**config.mk**
```make
export PLATFORM = sky130hd
export DESIGN_NAME = scp_spi_port
export DESIGN_NICKNAME = d
export VERILOG_FILES = /design/src/hw/scp_spi_port.v
export VERILOG_INCLUDE_DIRS = /design/src /design/src/hw
export SDC_FILE = /design/constraint.sdc
export NUM_CORES = 1
export LEC_CHECK = 0
export CAP_MARGIN = 40
export CORE_MARGIN = 2
export CORE_UTILIZATION = 30
export CTS_CLUSTER_SIZE = 14
export DETAILED_ROUTE_END_ITERATION = 12
export DONT_BUFFER_PORTS = 1
export GPL_ROUTABILITY_DRIVEN = 0
export HOLD_SLACK_MARGIN = 0.05
export SLEW_MARGIN = 20
export SYNTH_ARGS = -nofsm -noshare
export SYNTH_HDL_FRONTEND = slang
export SYNTH_SLANG_ARGS = --single-unit
```
**constraint.sdc**
```tcl
create_clock -name clk -period 4.6 [get_ports clk]
set_input_delay 0.23 -clock clk [delete_from_list [all_inputs] [get_ports clk]]
set_output_delay 0.23 -clock clk [all_outputs]
set_load 0.005 [all_outputs]
```
**src/hw/scp_consts.vh**
```
// Purpose: shared constants of the serial control port, SPI side
// Assumes: included by the port module by bare name
// Notes: offsets are 13-bit register addresses
`ifndef SCP_CONSTS_VH
`define SCP_CONSTS_VH

// register addresses handled inside the port
`define SCP_OFS_PORT_CFG 13'h0000
`define SCP_OFS_RB_SEL 13'h0004
`define SCP_OFS_COMMIT 13'h0005

// field positions
`define SCP_CFG_UNI_BIT 7
`define SCP_CFG_LSB_BIT 6
`define SCP_RB_ACTIVE_BIT 0
`define SCP_COMMIT_BIT 0

// reset values
`define SCP_CFG_UNI_RST 1'b0
`define SCP_CFG_LSB_RST 1'b0
`define SCP_RB_ACTIVE_RST 1'b0

// protocol selection
`define SCP_SPI_PINS 3'h0
`define SCP_I2C_ADDR_HI 4'h9

// instruction word layout
`define SCP_INSTR_RW_BIT 15
`define SCP_INSTR_LEN_HI 14
`define SCP_INSTR_LEN_LO 13
`define SCP_INSTR_ADDR_HI 12
`define SCP_INSTR_LAST 4'hf
`define SCP_BYTE_LAST 3'h7
`define SCP_LEN_STREAM 2'h3

`endif

```
**src/hw/scp_spi_port.v**
```verilog
// Purpose: SPI slave side of the serial control port, sampled by the core clock
// Assumes: sclk half period of at least three core clocks; register map outside
// Assumes: reg_rdata inputs are valid for reg_addr in the same cycle as reg_rd
// Notes: sclk, cs_n, sdio_i and the straps pass two flip-flops before use
// Notes: addresses 0, 4 and 5 are served here and never reach the register map
// Operation
// - startup select pins all low pick SPI, else I2C address 1001 plus pins
// - chosen protocol stays fixed until a device reset re-samples the pins
// - write bits are taken on sclk rising edges, read bits launched on falling
// - data pin is input only in 4-wire mode; read data then on serial output pin
// - chip select high tri-states both the data pin and the serial output pin
// - reset gives 3-wire, msb-first; software may change wiring and bit order
// - short transfers may stall high on byte boundaries and resume on select low
// - length code 00,01,10 give 1,2,3 bytes; 11 streams without bound
// - host aborts a stall by finishing it or clocking 1 to 7 bits
// - chip select rising off a byte boundary ends transfer, drops partial data
// - streaming steps address every byte; chip select rising ends the stream
// - each cycle opens with a 16-bit instruction on the first 16 rising edges
// - only the 16-bit instruction form is decoded
// - multibyte writes skip no address; every address gets a byte
// - buffered writes act only after an I/O update from bit or pin
// - a read shifts out N times eight bits from the addressed registers
// - readback comes from buffered or active copies, by bit 0 of select register
// - port configuration register lives here, apart from the register map
// - instruction bit 15 is read flag, 14:13 length, 12:0 start address
// - bit 6 of port configuration selects lsb-first instruction and data
// - address decrements in msb-first mode and increments in lsb-first mode
`timescale 1ns/10ps
`include "scp_consts.vh"

module scp_spi_port #(
   parameter ADDR_W = 13
) (
   // clock and reset
   input wire clk,
   input wire rst,
   // serial pins
   input wire sclk,
   input wire cs_n,
   input wire sdio_i,
   output wire sdio_o,
   output wire sdio_oe,
   output wire serial_output_pin,
   output wire serial_output_pin_oe,
   // strap and update pins
   input wire [2:0] protocol_select_pins,
   input wire io_update_pin,
   // protocol outcome
   output wire spi_selected,
   output wire [6:0] i2c_slave_addr,
   // register map side
   output wire [ADDR_W-1:0] reg_addr,
   output wire [7:0] reg_wdata,
   output wire reg_wr,
   output wire reg_rd,
   input wire [7:0] reg_rdata_buffered,
   input wire [7:0] reg_rdata_active,
   output wire io_update
);

   // engine states
   localparam [1:0] ST_IDLE = 2'h0;
   localparam [1:0] ST_INSTR = 2'h1;
   localparam [1:0] ST_DATA = 2'h2;
   localparam [1:0] ST_DONE = 2'h3;

   // synchroniser stages: sclk, cs_n, data, update pin, straps
   reg [6:0] s1_q;
   reg [6:0] s2_q;
   reg [6:0] s3_q;

   // protocol capture
   reg cap_done_q;
   reg spi_sel_q;
   reg [6:0] i2c_addr_q;

   // transfer engine
   reg [1:0] st_q;
   reg [3:0] cnt_q;
   reg [15:0] instr_q;
   reg [7:0] rx_q;
   reg [7:0] tx_q;
   reg out_q;
   reg rw_q;
   reg stream_q;
   reg [1:0] left_q;
   reg [ADDR_W-1:0] addr_q;
   reg lsb_act_q;
   reg uni_act_q;
   reg stall_ok;
   reg st_drive;

   // local registers
   reg cfg_uni_q;
   reg cfg_lsb_q;
   reg rb_act_q;

   // register map handshake
   reg [ADDR_W-1:0] reg_addr_q;
   reg [7:0] reg_wdata_q;
   reg reg_wr_q;
   reg reg_rd_q;
   reg fetch_q;
   reg io_update_q;

   // synchronised views and edges
   wire sclk_s = s2_q[6];
   wire cs_s = s2_q[5];
   wire din_s = s2_q[4];
   wire upd_s = s2_q[3];
   wire [2:0] pins_s = s2_q[2:0];
   wire sclk_rise = sclk_s & ~s3_q[6];
   wire sclk_fall = ~sclk_s & s3_q[6];
   wire cs_rise = cs_s & ~s3_q[5];
   wire cs_fall = ~cs_s & s3_q[5];
   wire upd_rise = upd_s & ~s3_q[3];
   wire on_boundary = (cnt_q[2:0] == 3'h0);

   // bit insertion in the active order
   wire [15:0] instr_nx = lsb_act_q ? {din_s, instr_q[15:1]} : {instr_q[14:0], din_s};
   wire [7:0] rx_nx = lsb_act_q ? {din_s, rx_q[7:1]} : {rx_q[6:0], din_s};
   wire [ADDR_W-1:0] addr_step = lsb_act_q ? addr_q + 1'b1 : addr_q - 1'b1;
   // no payload byte left in a bounded transfer
   wire last_byte = ~stream_q & (left_q == 2'h0);

   // cs high: any transfer may wait after its first instruction byte, a bounded one on a data byte boundary; anything else ends
   always @* begin
      case (st_q)
         ST_INSTR: stall_ok = on_boundary & (cnt_q != 4'h0);
         ST_DATA: stall_ok = on_boundary & ~stream_q;
         default: stall_ok = 1'b0;
      endcase
   end

   // states in which a read may hold the data line
   always @* begin
      case (st_q)
         ST_DATA: st_drive = 1'b1;
         ST_DONE: st_drive = 1'b1;
         default: st_drive = 1'b0;
      endcase
   end

   // payload length code of an instruction word
   function [1:0] len_code;
      input [15:0] w;
      begin
         len_code = w[`SCP_INSTR_LEN_HI:`SCP_INSTR_LEN_LO];
      end
   endfunction

   // start address field of an instruction word
   function [ADDR_W-1:0] start_addr;
      input [15:0] w;
      begin
         start_addr = w[`SCP_INSTR_ADDR_HI:0];
      end
   endfunction

   // addresses served inside the port rather than by the register map
   function is_local;
      input [ADDR_W-1:0] a;
      begin
         is_local = (a == `SCP_OFS_PORT_CFG) || (a == `SCP_OFS_RB_SEL) ||
                    (a == `SCP_OFS_COMMIT);
      end
   endfunction

   // readback of the local registers; reserved bits read zero
   function [7:0] local_rd;
      input [ADDR_W-1:0] a;
      input uni;
      input lsb;
      input rb;
      begin
         local_rd = 8'h00;
         if (a == `SCP_OFS_PORT_CFG) begin
            local_rd[`SCP_CFG_UNI_BIT] = uni;
            local_rd[`SCP_CFG_LSB_BIT] = lsb;
         end else if (a == `SCP_OFS_RB_SEL) begin
            local_rd[`SCP_RB_ACTIVE_BIT] = rb;
         end
      end
   endfunction

   // two-stage synchronisers plus an edge stage; data, no reset needed
   always @(posedge clk) begin
      s1_q <= {sclk, cs_n, sdio_i, io_update_pin, protocol_select_pins};
      s2_q <= s1_q;
      s3_q <= s2_q;
   end

   // straps caught once at the first edge after reset release
   always @(posedge clk) begin
      if (rst) begin
         cap_done_q <= 1'b0;
         spi_sel_q <= 1'b0;
         i2c_addr_q <= 7'h00;
      end else if (!cap_done_q) begin
         cap_done_q <= 1'b1;
         spi_sel_q <= (pins_s == `SCP_SPI_PINS);
         i2c_addr_q <= {`SCP_I2C_ADDR_HI, pins_s};
      end
   end

   // transfer engine and local registers
   always @(posedge clk) begin
      if (rst) begin
         // engine idle, nothing half received
         st_q <= ST_IDLE;
         cnt_q <= 4'h0;
         instr_q <= 16'h0000;
         rx_q <= 8'h00;
         tx_q <= 8'h00;
         out_q <= 1'b0;
         rw_q <= 1'b0;
         stream_q <= 1'b0;
         left_q <= 2'h0;
         addr_q <= {ADDR_W{1'b0}};
         // wiring and bit order back to 3-wire, msb first
         lsb_act_q <= `SCP_CFG_LSB_RST;
         uni_act_q <= `SCP_CFG_UNI_RST;
         cfg_uni_q <= `SCP_CFG_UNI_RST;
         cfg_lsb_q <= `SCP_CFG_LSB_RST;
         rb_act_q <= `SCP_RB_ACTIVE_RST;
         // register map side quiet
         reg_addr_q <= {ADDR_W{1'b0}};
         reg_wdata_q <= 8'h00;
         reg_wr_q <= 1'b0;
         reg_rd_q <= 1'b0;
         fetch_q <= 1'b0;
         io_update_q <= 1'b0;
      end else begin
         // strobes last one cycle; the update pin edge becomes a pulse
         reg_wr_q <= 1'b0;
         reg_rd_q <= 1'b0;
         fetch_q <= 1'b0;
         io_update_q <= upd_rise;
         if (!spi_sel_q) begin
            st_q <= ST_IDLE;
         end else if (cs_rise) begin
            // stall only after the first instruction byte, or on a data byte boundary of a bounded transfer
            if (!stall_ok) begin
               st_q <= ST_IDLE;
               cnt_q <= 4'h0;
               rx_q <= 8'h00;
            end
         end else if (cs_fall && st_q == ST_IDLE) begin
            // a new transfer picks up the latest port configuration
            st_q <= ST_INSTR;
            cnt_q <= 4'h0;
            lsb_act_q <= cfg_lsb_q;
            uni_act_q <= cfg_uni_q;
         end else if (!cs_s && sclk_rise && st_q == ST_INSTR) begin
            instr_q <= instr_nx;
            cnt_q <= cnt_q + 4'h1;
            if (cnt_q == `SCP_INSTR_LAST) begin
               // full 16-bit word only; no short form exists
               st_q <= ST_DATA;
               cnt_q <= 4'h0;
               // decode direction, length and start address
               rw_q <= instr_nx[`SCP_INSTR_RW_BIT];
               stream_q <= (len_code(instr_nx) == `SCP_LEN_STREAM);
               left_q <= len_code(instr_nx);
               addr_q <= start_addr(instr_nx);
               if (instr_nx[`SCP_INSTR_RW_BIT]) begin
                  // first read byte is fetched now, ahead of the first falling edge
                  reg_addr_q <= start_addr(instr_nx);
                  reg_rd_q <= ~is_local(start_addr(instr_nx));
                  fetch_q <= 1'b1;
               end
            end
         end else if (!cs_s && sclk_rise && st_q == ST_DATA) begin
            rx_q <= rx_nx;
            cnt_q <= {1'b0, cnt_q[2:0] + 3'h1};
            if (cnt_q[2:0] == `SCP_BYTE_LAST) begin
               addr_q <= addr_step;
               if (!stream_q) begin
                  left_q <= left_q - 2'h1;
               end
               if (last_byte) begin
                  st_q <= ST_DONE;
               end
               if (!rw_q) begin
                  // completed byte goes to its address, reserved or not
                  reg_addr_q <= addr_q;
                  reg_wdata_q <= rx_nx;
                  if (addr_q == `SCP_OFS_PORT_CFG) begin
                     cfg_uni_q <= rx_nx[`SCP_CFG_UNI_BIT];
                     cfg_lsb_q <= rx_nx[`SCP_CFG_LSB_BIT];
                  end else if (addr_q == `SCP_OFS_RB_SEL) begin
                     rb_act_q <= rx_nx[`SCP_RB_ACTIVE_BIT];
                  end else if (addr_q == `SCP_OFS_COMMIT) begin
                     // self-clearing: only the pulse is kept
                     io_update_q <= rx_nx[`SCP_COMMIT_BIT] | upd_rise;
                  end else begin
                     reg_wr_q <= 1'b1;
                  end
               end else if (!last_byte) begin
                  // next read byte, address stepped in the active order
                  reg_addr_q <= addr_step;
                  reg_rd_q <= ~is_local(addr_step);
                  fetch_q <= 1'b1;
               end
            end
         end
         // read bits leave on falling edges, first after the instruction
         if (spi_sel_q && !cs_s && sclk_fall && st_q == ST_DATA && rw_q) begin
            out_q <= lsb_act_q ? tx_q[0] : tx_q[7];
            tx_q <= lsb_act_q ? {1'b0, tx_q[7:1]} : {tx_q[6:0], 1'b0};
         end
         // byte fetched one cycle after the address was presented
         if (fetch_q) begin
            if (is_local(reg_addr_q)) begin
               tx_q <= local_rd(reg_addr_q, cfg_uni_q, cfg_lsb_q, rb_act_q);
            end else begin
               tx_q <= rb_act_q ? reg_rdata_active : reg_rdata_buffered;
            end
         end
      end
   end

   // read driver: after the instruction, released once select goes high
   wire drive_rd = spi_sel_q & ~cs_s & rw_q & st_drive;
   assign sdio_oe = drive_rd & ~uni_act_q;
   assign serial_output_pin_oe = drive_rd & uni_act_q;
   // one output register feeds both data pins; the enables pick the pin
   assign sdio_o = out_q;
   assign serial_output_pin = out_q;

   // outcome and register map outputs
   assign spi_selected = spi_sel_q;
   assign i2c_slave_addr = i2c_addr_q;
   assign reg_addr = reg_addr_q;
   assign reg_wdata = reg_wdata_q;
   assign reg_wr = reg_wr_q;
   assign reg_rd = reg_rd_q;
   assign io_update = io_update_q;

endmodule

```
Word level (Yosys, flattened, before mapping)
Index checks and enable logic that the tools add are counted.
{"block": "totals", "regBits": 113, "input_bits": 25, "output_inout_bits": 36, "wordCells": 207}
{"block": "op_classes", "n_addsub": 5, "eq_ne": 22, "mux": 75, "n_bitwise": 31, "n_reduce_logical": 47}
{"cell": "13-bit 2-to-1 mux", "n": 12}
{"cell": "13-bit by 3-bit equality test with 1-bit output (second input constant)", "n": 8}
{"cell": "8-bit 2-to-1 mux", "n": 11}
{"cell": "13-bit logical NOT", "n": 4}
{"cell": "1-bit 2-to-1 mux", "n": 30}
{"cell": "2-bit 2-to-1 mux", "n": 14}
{"cell": "4-bit 2-to-1 mux", "n": 6}
{"cell": "1-bit inverter", "n": 17}
{"cell": "16-bit 2-to-1 mux", "n": 1}
{"cell": "8-bit AND reduction", "n": 2}
{"cell": "4-bit nonzero test", "n": 4}
{"cell": "5-bit AND reduction", "n": 3}
{"cell": "7-bit AND reduction", "n": 2}
{"cell": "13-bit by 1-bit adder with 13-bit output (second input constant)", "n": 1}
{"cell": "1-bit AND", "n": 13}
{"cell": "13-bit by 1-bit subtractor with 13-bit output (second input constant)", "n": 1}
{"cell": "10-bit OR reduction", "n": 1}
{"cell": "9-bit AND reduction", "n": 1}
{"cell": "1-bit logical AND", "n": 8}
{"cell": "2-bit != test (second input constant)", "n": 4}
{"cell": "2-bit nonzero test", "n": 4}
{"cell": "2-bit equality test (second input constant)", "n": 3}
{"cell": "3-bit logical NOT", "n": 2}
{"cell": "1-bit logical OR", "n": 6}
{"cell": "18 further kinds", "n": 22}

Longest topological paths before layout
Gate-level depths: netlist (run 1).
{"block": "logic_depth", "depth_word": 13, "depth_mapped": 10, "ltp_nobuf": 9}

Worst setup path before layout (run 1)
No wires, ideal clock.
{"block": "synth_timing", "path_kind": "flip-flop to flip-flop", "from": "reg lsb_act_q", "to": "reg reg_rd_q (netlist: reg_rd)", "setup_time_ps": 131, "arrival_ps": 2422, "required_time_ps": 4469, "slack_ps": 2047, "path_stages_with_launch": 10, "path_buffers": 1, "synth_period_minus_slack_ps": 2553, "path_cell_list": "dfxtp_1 buf_2 inv_1 ha_1 a211o_1 a2111oi_2 o211ai_1 xor2_1 nor4_1 a31oi_1"}
{"block": "synth_via", "elab_chain_len": 10, "elab_cells_between_ends": 21, "cone_classes": "4 x eq/ne; 9 x mux; 2 x bitwise; 6 x reduce/logical"}
{"element": "from (decl)", "line_no": "scp_spi_port.v:88", "text": "reg lsb_act_q;"}
{"element": "from (signal assigned)", "line_no": "scp_spi_port.v:221", "text": "lsb_act_q <= `SCP_CFG_LSB_RST;"}
{"element": "from (signal assigned)", "line_no": "scp_spi_port.v:252", "text": "lsb_act_q <= cfg_lsb_q;"}
{"element": "13-bit 2-to-1 mux", "line_no": "scp_spi_port.v:122", "text": "wire [ADDR_W-1:0] addr_step = lsb_act_q ? addr_q + 1'b1 : addr_q - 1'b1;"}
{"element": "13-bit by 3-bit equality test with 1-bit output (no source line) or 13-bit logical NOT (tied branches)"}
{"element": "1-bit logical OR (2 in series)", "line_no": "scp_spi_port.v:164", "text": "is_local = (a == `SCP_OFS_PORT_CFG) || (a == `SCP_OFS_RB_SEL) ||"}
{"element": "1-bit inverter", "line_no": "scp_spi_port.v:302", "text": "reg_rd_q <= ~is_local(addr_step);"}
{"element": "1-bit 2-to-1 mux", "line_no": "scp_spi_port.v:299", "text": "end else if (!last_byte) begin"}
{"element": "1-bit 2-to-1 mux", "line_no": "scp_spi_port.v:284", "text": "if (!rw_q) begin"}
{"element": "1-bit 2-to-1 mux", "line_no": "scp_spi_port.v:276", "text": "if (cnt_q[2:0] == `SCP_BYTE_LAST) begin"}
{"element": "1-bit 2-to-1 mux", "line_no": "scp_spi_port.v:273", "text": "end else if (!cs_s && sclk_rise && st_q == ST_DATA) begin"}
{"element": "1-bit 2-to-1 mux *", "line_no": "scp_spi_port.v:254", "text": "end else if (!cs_s && sclk_rise && st_q == ST_INSTR) begin"}
{"element": "to (signal assigned)", "line_no": "scp_spi_port.v:269", "text": "reg_rd_q <= ~is_local(start_addr(instr_nx));"}
{"element": "to (signal assigned)", "line_no": "scp_spi_port.v:302"}
{"element": "to (decl)", "line_no": "scp_spi_port.v:102", "text": "reg reg_rd_q;"}
Mark *: on every way between the ends. The rest lies on a longest branch, timed or not.
A chain may end at the register's enable or synchronous reset.

Worst setup path after layout (run 1)
{"block": "layout_timing", "from": "reg lsb_act_q", "to": "reg reg_addr_q[11] (netlist: reg_addr[11])"}
{"block": "layout_via", "elab_chain_len": 6, "elab_cells_between_ends": 11, "cone_classes": "1 x eq/ne; 9 x mux; 1 x reduce/logical"}
{"element": "13-bit 2-to-1 mux", "line_no": "scp_spi_port.v:122"}
{"element": "13-bit 2-to-1 mux", "line_no": "scp_spi_port.v:299"}
{"element": "13-bit 2-to-1 mux", "line_no": "scp_spi_port.v:284"}
{"element": "13-bit 2-to-1 mux", "line_no": "scp_spi_port.v:276"}
{"element": "13-bit 2-to-1 mux", "line_no": "scp_spi_port.v:273"}
{"element": "13-bit 2-to-1 mux", "line_no": "scp_spi_port.v:254"}
{"element": "to (signal assigned)", "line_no": "scp_spi_port.v:268", "text": "reg_addr_q <= start_addr(instr_nx);"}
{"element": "to (signal assigned)", "line_no": "scp_spi_port.v:286", "text": "reg_addr_q <= addr_q;"}
{"element": "to (signal assigned)", "line_no": "scp_spi_port.v:301", "text": "reg_addr_q <= addr_step;"}
{"element": "to (decl)", "line_no": "scp_spi_port.v:99", "text": "reg [ADDR_W-1:0] reg_addr_q;"}
Several ways; a longest one is shown, not always the timed one. The select of a mux whose other input is x is not followed.

==> flow_summary.yaml, run 1 <==
clock_network:
  cts_max_level: 3
  root_buffer: "clkbuf_16"
  post-cts-setup-buffer-count: 0
  post_cts_resized: 0
  clk_latency_ns: 0.36
  cts_buffer_depth: 2
  path_clk_slew_ns: 0.08
  cts_buffers: 9
  cts_sinks: 109
  cts_tree: "built"
sta:
  maxSlewViolCount: 0
  max_slew.worst_pin.slew_ns: 0.792
  timing.final.hold_violations: 0
  clock_skew_ns: 0.0118
  timing.setup.tns_ns: 0
  finalHoldWorstSlack_ns: 0.0929
  clock.fmax_ghz: 0.359
  worst_slew_margin_rel: 0.469
  setup-violations-final: 0
  finalCriticalPeriod_ns: 2.78
  rsz0062_at_grt: "no"
  min_period_over_period: 0.605
placement:
  portBuffers: 0
  post-dp-hpwl_um: 10800
setup_path:
  cp-start-kind: "flip-flop"
  cpMaxStageDelayCell: "inv_1"
  crit_chain: "inv_1 > ha_1 > a211o_1 > a2111oi_2 > o211ai_1 > xor2_1 > nand3_1 > a311oi_1"
  critical_path_required_ns: 4.87
  crit_type: "reg -> reg"
  arrival_ns: 3.05
  worstPathMaxFanout: 18
  slowest_delay_ns: 0.48
  endpoint_kind: "flip-flop"
synthesis:
  synthTopCellsByArea: "dfxtp_1, mux2i_1, nor2_1"
  syn-cell-area_um2: 5880
  synth_edf_count: 0
  synthCells: 690
  avgSynthCellArea_um2: 8.52
  seq_area_frac_synth: 0.371
  synth_cell_type_count: 76
  async_flop_share: 0
  ys_ff_latch: 109
  ys.flop_type: "dfxtp_1"
  ys_warn_count: 0
  yosysTopAreaCellShare: 0.371
  synth_area_leader_cell: "dfxtp_1"
detailed_routing:
  via_count: 4962
  finalWirelength_um: 15300
  post_drt_wl_per_cell_um: 16.3
  drtIter0Drc: 458
  drtAntennaViolNets: 0
  viasPerCell: 5.26
  firstDrtPassIters: 4
  drc_errors: 0
layout:
  regArea_um2: 2180
  multi_input_area_um2: 3430
  drive_above_1_share: 0.0973
  fin_nets: 720
  synthToLayoutAreaGrowth_pct: 10.2
  fillers: 1998
  final_common_cell: "dfxtp_1"
  mostFrequentLayoutCells: "dfxtp_1, nor2_1, a21oi_1, nand2_1, mux2i_1"
  diodes: 0
die:
  core_area_um2: 19300
  start_util: 0.304
  die_h_um: 144
  die_w_um: 144
  io_pins: 61
  num_rows: 51
  die_area_um2: 20700
grt:
  grt_overflow: 0
  grt_pass1_wl_um: 24500
  grtUsageTotal: 0.150
  grt_pass1_vias: 4596
  grt_max_degree: 75
  antenna_found_initial: 0
pwr:
  power.leakage_nw: 2.29
  power_density_nw_per_um2: 276
  peakVddDrop_mv: 0.204
outcome:
  status: "finished, final reports clean"
flow_run:
  maxCapViolations: 0
min_path:
  hold_class: "in -> reg"
==> through the flow <==
step / worst slack (ns) / cell area, um^2 / instances / total power [mW] / utilization
detailed placement: 1.80 / 6090 / 919 / 1.02 / 0.315
global route: 1.62 / 6480 / 943 / 1.86 / 0.335
floorplan: 2.05 / 5880 / 691 / 1.02 / -
finish: 1.82 / 6480 / 943 / 1.79 / 0.335
CTS: 1.77 / 6480 / 943 / 1.81 / 0.335
global placement: 1.85 / 6050 / 915 / 1.02 / 0.313
==> cell usage after synthesis (3+ instances only) <==
library cell,count
nand4_1,3
buf_2,9
nand2b_1,10
dfxtp_1,109
o21ai_0,28
buf_1,4
nor2b_1,3
xnor2_1,5
inv_1,22
nand3_1,15
nor3_1,19
o21a_1,7
a22oi_1,21
o2111ai_1,3
nand3b_1,3
a311oi_1,3
a31oi_1,6
a211o_1,3
a21oi_1,64
a21o_1,3
clkbuf_1,24
ha_1,21
buf_4,7
nand2_1,45
nor2_1,92
xor2_1,3
or2_2,5
o211ai_1,9
mux2i_1,41
mux2_2,15
nor4_1,8
or3_1,3
and3_1,3
a211oi_1,21
==> cells by family (layout without fill, tap and decap cells) <==
| group | after synthesis | after routing | synth area share |
|---|---|---|---|
| fa+ha+maj | 22 | 22 | 0.0481 |
| compound gates | 196 | 196 | 0.223 |
| simple gates | 232 | 232 | 0.198 |
| mux | 56 | 56 | 0.0986 |
| buf+inv | 66 | 53 | 0.0485 |
| xor+xnor | 8 | 8 | 0.0119 |
| flops | 109 | 109 | 0.371 |
| other cells | 1 | 2 | 0.000638 |
==> power by group <==
group          leakage (nW)  switching [mW]  internal (mW)  total [mW]
Combinational          1.26          0.0294         0.0192      0.0486
Sequential            0.886          0.0111          0.954       0.965
Clock                 0.144           0.390          0.384       0.774
Total                  2.29           0.430           1.36        1.79
==> layer usage <==
| metal | part of all wire | GRT usage | vias up |
|---|---|---|---|
| li1 | - | - | 2493 |
| met1 | 0.48 | 0.205 | 2337 |
| met2 | 0.45 | 0.237 | 111 |
| met3 | 0.045 | 0.0293 | 21 |
| met4 | 0.020 | 0.0521 | 0 |
| met5 | 0 | 0 | - |
==> critical path: cells and delay by family, from the launching register on <==
family,cells,cell delay (ns)
AO/OA/AOI/OAI,4,1.11
buffers and inverters,1,0.48
adder cells (fa/ha/maj),1,0.40
flip-flops,1,0.32
XOR/XNOR,1,0.26
AND/OR/NAND/NOR,1,0.11
==> path summary, 6_finish.rpt <==
kind / start / endpoint / slack (ns) / cells past startpoint
setup / recovery: lsb_act_q / reg_addr[11] / 1.82 / 8
hold / removal: rst / fetch_q / 0.09 / 2
setup reg to reg: lsb_act_q / reg_addr[11] / 1.82 / 8
hold reg to reg: s1_q[6] / s2_q[6] / 0.33 / 0
==> sequential cells by signal (all words and copies together) (netlist names), 2 cells and up <==
name / cells
addr_q: 13
s2_q: 7
left_q: 2
s3_q: 3
i2c_slave_addr: 4
reg_addr: 13
tx_q: 8
reg_wdata: 8
cnt_q: 4
instr_q: 16
rx_q: 8
s1_q: 7
st_q: 2
==> area by class of cell <==
class,instances,area share
timing repair buffer,15,0.0240
inverter,22,0.0127
sequential,109,0.337
multi-input combinational,516,0.530
clock inverter,7,0.0102
tap,265,0.0512
clock buffer,9,0.0348
==> timing repair <==
item | 4_1_cts | 5_1_grt
hold buffers | 8 | 0
hold endpoints to repair | 81 | 0
endpoints found under the setup margin | 0 | 0
Note: power is estimated with default switching activity, not from simulation.
==> inputs of run 2 (changes only) <==
--- a/config.mk
+++ b/config.mk
@@ -6,6 +6,7 @@
 export SDC_FILE = /design/constraint.sdc
 export NUM_CORES = 1
 export LEC_CHECK = 0
+export ABC_AREA = 1
 export CAP_MARGIN = 40
 export CORE_MARGIN = 2
 export CORE_UTILIZATION = 30
==> constraint.sdc (replaced) <==
create_clock -name clk -period 2.9 [get_ports clk]
set_input_delay 0.145 -clock clk [delete_from_list [all_inputs] [get_ports clk]]
set_output_delay 0.145 -clock clk [all_outputs]
set_load 0.005 [all_outputs]
==> run 2 against run 1 <==
Compared with the run above:
- first-iteration DRC count is 21% lower
- sequential power rose by 59%
- via count up 12%
- core utilization up 0.27 points
- sequential share of layout area is 0.51 points lower
- critical path type unchanged
==> flow_summary.yaml, run 2 <==
outcome:
  status: "finished, final reports clean"
detailed_routing:
  finalWirelength_um: 15800
  viasPerCell: 4.83
  drc_errors: 0
  firstDrtPassIters: 5
  post_drt_wl_per_cell_um: 13.8
  drtAntennaViolNets: 0
  drtIter0Drc: 361
  via_count: 5539
clock_network:
  cts_buffer_depth: 2
  root_buffer: "clkbuf_16"
  cts_max_level: 3
  clk_latency_ns: 0.35
  post_cts_resized: 0
  cts_tree: "built"
  path_clk_slew_ns: 0.08
  cts_buffers: 9
  cts_sinks: 109
pwr:
  switchingPower_uw: 677
  peakVddDrop_mv: 0.421
  power_density_nw_per_um2: 443
  p_int_mw: 2.24
  comb_power_share: 0.036
  clock_power_share: 0.440
  switching_share: 0.232
  power.leakage_nw: 2.81
  p_seq_frac: 0.524
layout:
  diodes: 0
  synthToLayoutAreaGrowth_pct: 10.3
  mostFrequentLayoutCells: "nand2_1, dfxtp_1, nor2_1, inv_1"
  top_register: "instr_q"
  fin_nets: 924
  largest_reg_flops: 16
  drive_above_1_share: 0.0692
  stdcell_count: 1147
  final_common_cell: "nand2_1"
grt:
  antenna_found_initial: 0
  grt_pass1_wl_um: 25900
  grt_overflow: 0
  grt_pass1_vias: 5124
  grt_max_degree: 45
  grtUsageTotal: 0.151
synthesis:
  yosysTopAreaCellShare: 0.366
  ys_warn_count: 0
  synth_cell_type_count: 47
  ys_ff_latch: 109
  seq_area_frac_synth: 0.366
  synthCells: 885
  synth_area_leader_cell: "dfxtp_1"
  syn-cell-area_um2: 5960
  async_flop_share: 0
  ys.flop_type: "dfxtp_1"
  synth_edf_count: 0
  synthTopCellsByCount: "nand2_1, dfxtp_1, nor2_1"
  avgSynthCellArea_um2: 6.73
  synth_most_common_cell: "nand2_1"
  synthTopCellsByArea: "dfxtp_1, nand2_1, nor2_1"
sta:
  rsz0062_at_grt: "no"
  timing.setup.tns_ns: 0
  max_slew.worst_pin.slew_ns: 0.683
  setup-violations-final: 0
  min_period_over_period: 0.789
  clock_skew_ns: 0.0124
  fin_ws_ns: 0.612
  finalCriticalPeriod_ns: 2.29
  clock.fmax_ghz: 0.437
  maxSlewViolCount: 0
  worst_slew_margin_rel: 0.544
  timing.final.hold_violations: 0
placement:
  dp_slack_ns: 0.642
  post-dp-hpwl_um: 11900
  portBuffers: 0
  dp.cells: 1123
setup_path:
  crit_chain: "inv_1 > ha_1 > inv_1 > nor2_8 > nor2_1 > inv_2 > nand3_1 > nor2_4 > inv_2 > nor2_1 > a21oi_1"
  crit_type: "reg -> reg"
  cpMaxStageDelayCell: "nor2_4"
  worstPathMaxFanout: 25
  critical_path_required_ns: 3.13
  arrival_ns: 2.52
  crit_family: "simple AND/OR/NAND/NOR gates"
  slowest_delay_ns: 0.37
  endpoint_kind: "flip-flop"
  cp-startpoint: "st_q[1]"
  crit_buf_inv: 4
  cp-start-kind: "flip-flop"
  rr_startpoint: "st_q[1]"
die:
  die_h_um: 145
  io_pins: 61
  num_rows: 51
  start_util: 0.306
  core_area_um2: 19500
  die_w_um: 145
  die_area_um2: 21000
flow_run:
  maxCapViolations: 0
min_path:
  min-delay-start: "reg_rdata_buffered[1]"
  hold_class: "in -> reg"
## run 2: cell count changes in the layout (fill, tap and decap cells not counted), moves of 8 or more
cell	previous run	this run
nand2_1	45	214
inv_1	22	88
o21ai_0	28	70
mux2i_1	41	1
nand3_1	15	41
a22oi_1	21	4
o21ai_1	2	19
nor2_1	92	106
a211oi_1	21	10
inv_2	0	11
nand2b_1	10	1
nand4_1	3	12
mux2_2	15	7
## run 2: timing repair
item	4_1_cts	5_1_grt
hold endpoints to repair	54	0
hold buffers	8	0
buffers inserted	0	0
## run 2: cell families after synthesis
family / share of synthesized area
and+or+nand+nor: 0.302
AOI/OAI and AO/OA: 0.174
buffers and inverters: 0.0901
DFF: 0.366
adders and majority gates: 0.0475
muxes: 0.0149
xor gates and xnor gates: 0.00441
other: 0.000629
## run 2: final cells by class
class | instances | area (um^2)
Tap cell | 265 | 332
Fill cell | 2125 | 12900
Clock inverter | 6 | 76.3
Multi-Input combinational cell | 643 | 3240
Timing Repair Buffer | 14 | 135
Sequential cell | 109 | 2180
Inverter | 100 | 375
Clock buffer | 10 | 229
## run 2: routing by layer
metal / global-route usage / up-vias / share of wire
li1: - / 2873 / -
met1: 0.192 / 2506 / 0.46
met2: 0.255 / 147 / 0.46
met3: 0.0390 / 13 / 0.062
met4: 0.0366 / 0 / 0.017
met5: 0 / - / 0
## run 2: stage by stage
stage / power (mW) / instance area (um^2) / hold slack, ns / utilization
floorplan: 1.64 / 5960 / 0.173 / -
global placement: 1.65 / 6180 / 0.173 / 0.317
detailed placement: 1.65 / 6180 / 0.173 / 0.317
CTS: 2.94 / 6570 / 0.0786 / 0.338
global route: 3.03 / 6570 / 0.0909 / 0.338
finish: 2.91 / 6570 / 0.0880 / 0.338
## run 2: power groups by stage
stage | Combinational (mW) | Clock, mW | Sequential [mW]
after global placement | 0.0837 | 0 | 1.56
after floorplan | 0.0770 | 0 | 1.56
after global routing | 0.118 | 1.38 | 1.53
after detailed placement | 0.0841 | 0 | 1.56
final | 0.105 | 1.28 | 1.53
after CTS | 0.105 | 1.31 | 1.53
## run 2: final timing paths
check	end	cells after the start	slack, ns
setup / recovery	reg_addr[7]	11	0.61
hold / removal	tx_q[1]	3	0.09
setup reg to reg	reg_addr[7]	11	0.61
hold reg to reg	s2_q[5]	0	0.32
## run 2: worst reg2reg max path, stage by stage (launching register included)
cell and delay [ns]:
dfxtp_1 0.33, inv_1 0.10, ha_1 0.19, inv_1 0.10, nor2_8 0.33, nor2_1 0.14, inv_2 0.10, nand3_1 0.12
nor2_4 0.37, inv_2 0.20, nor2_1 0.13, a21oi_1 0.07
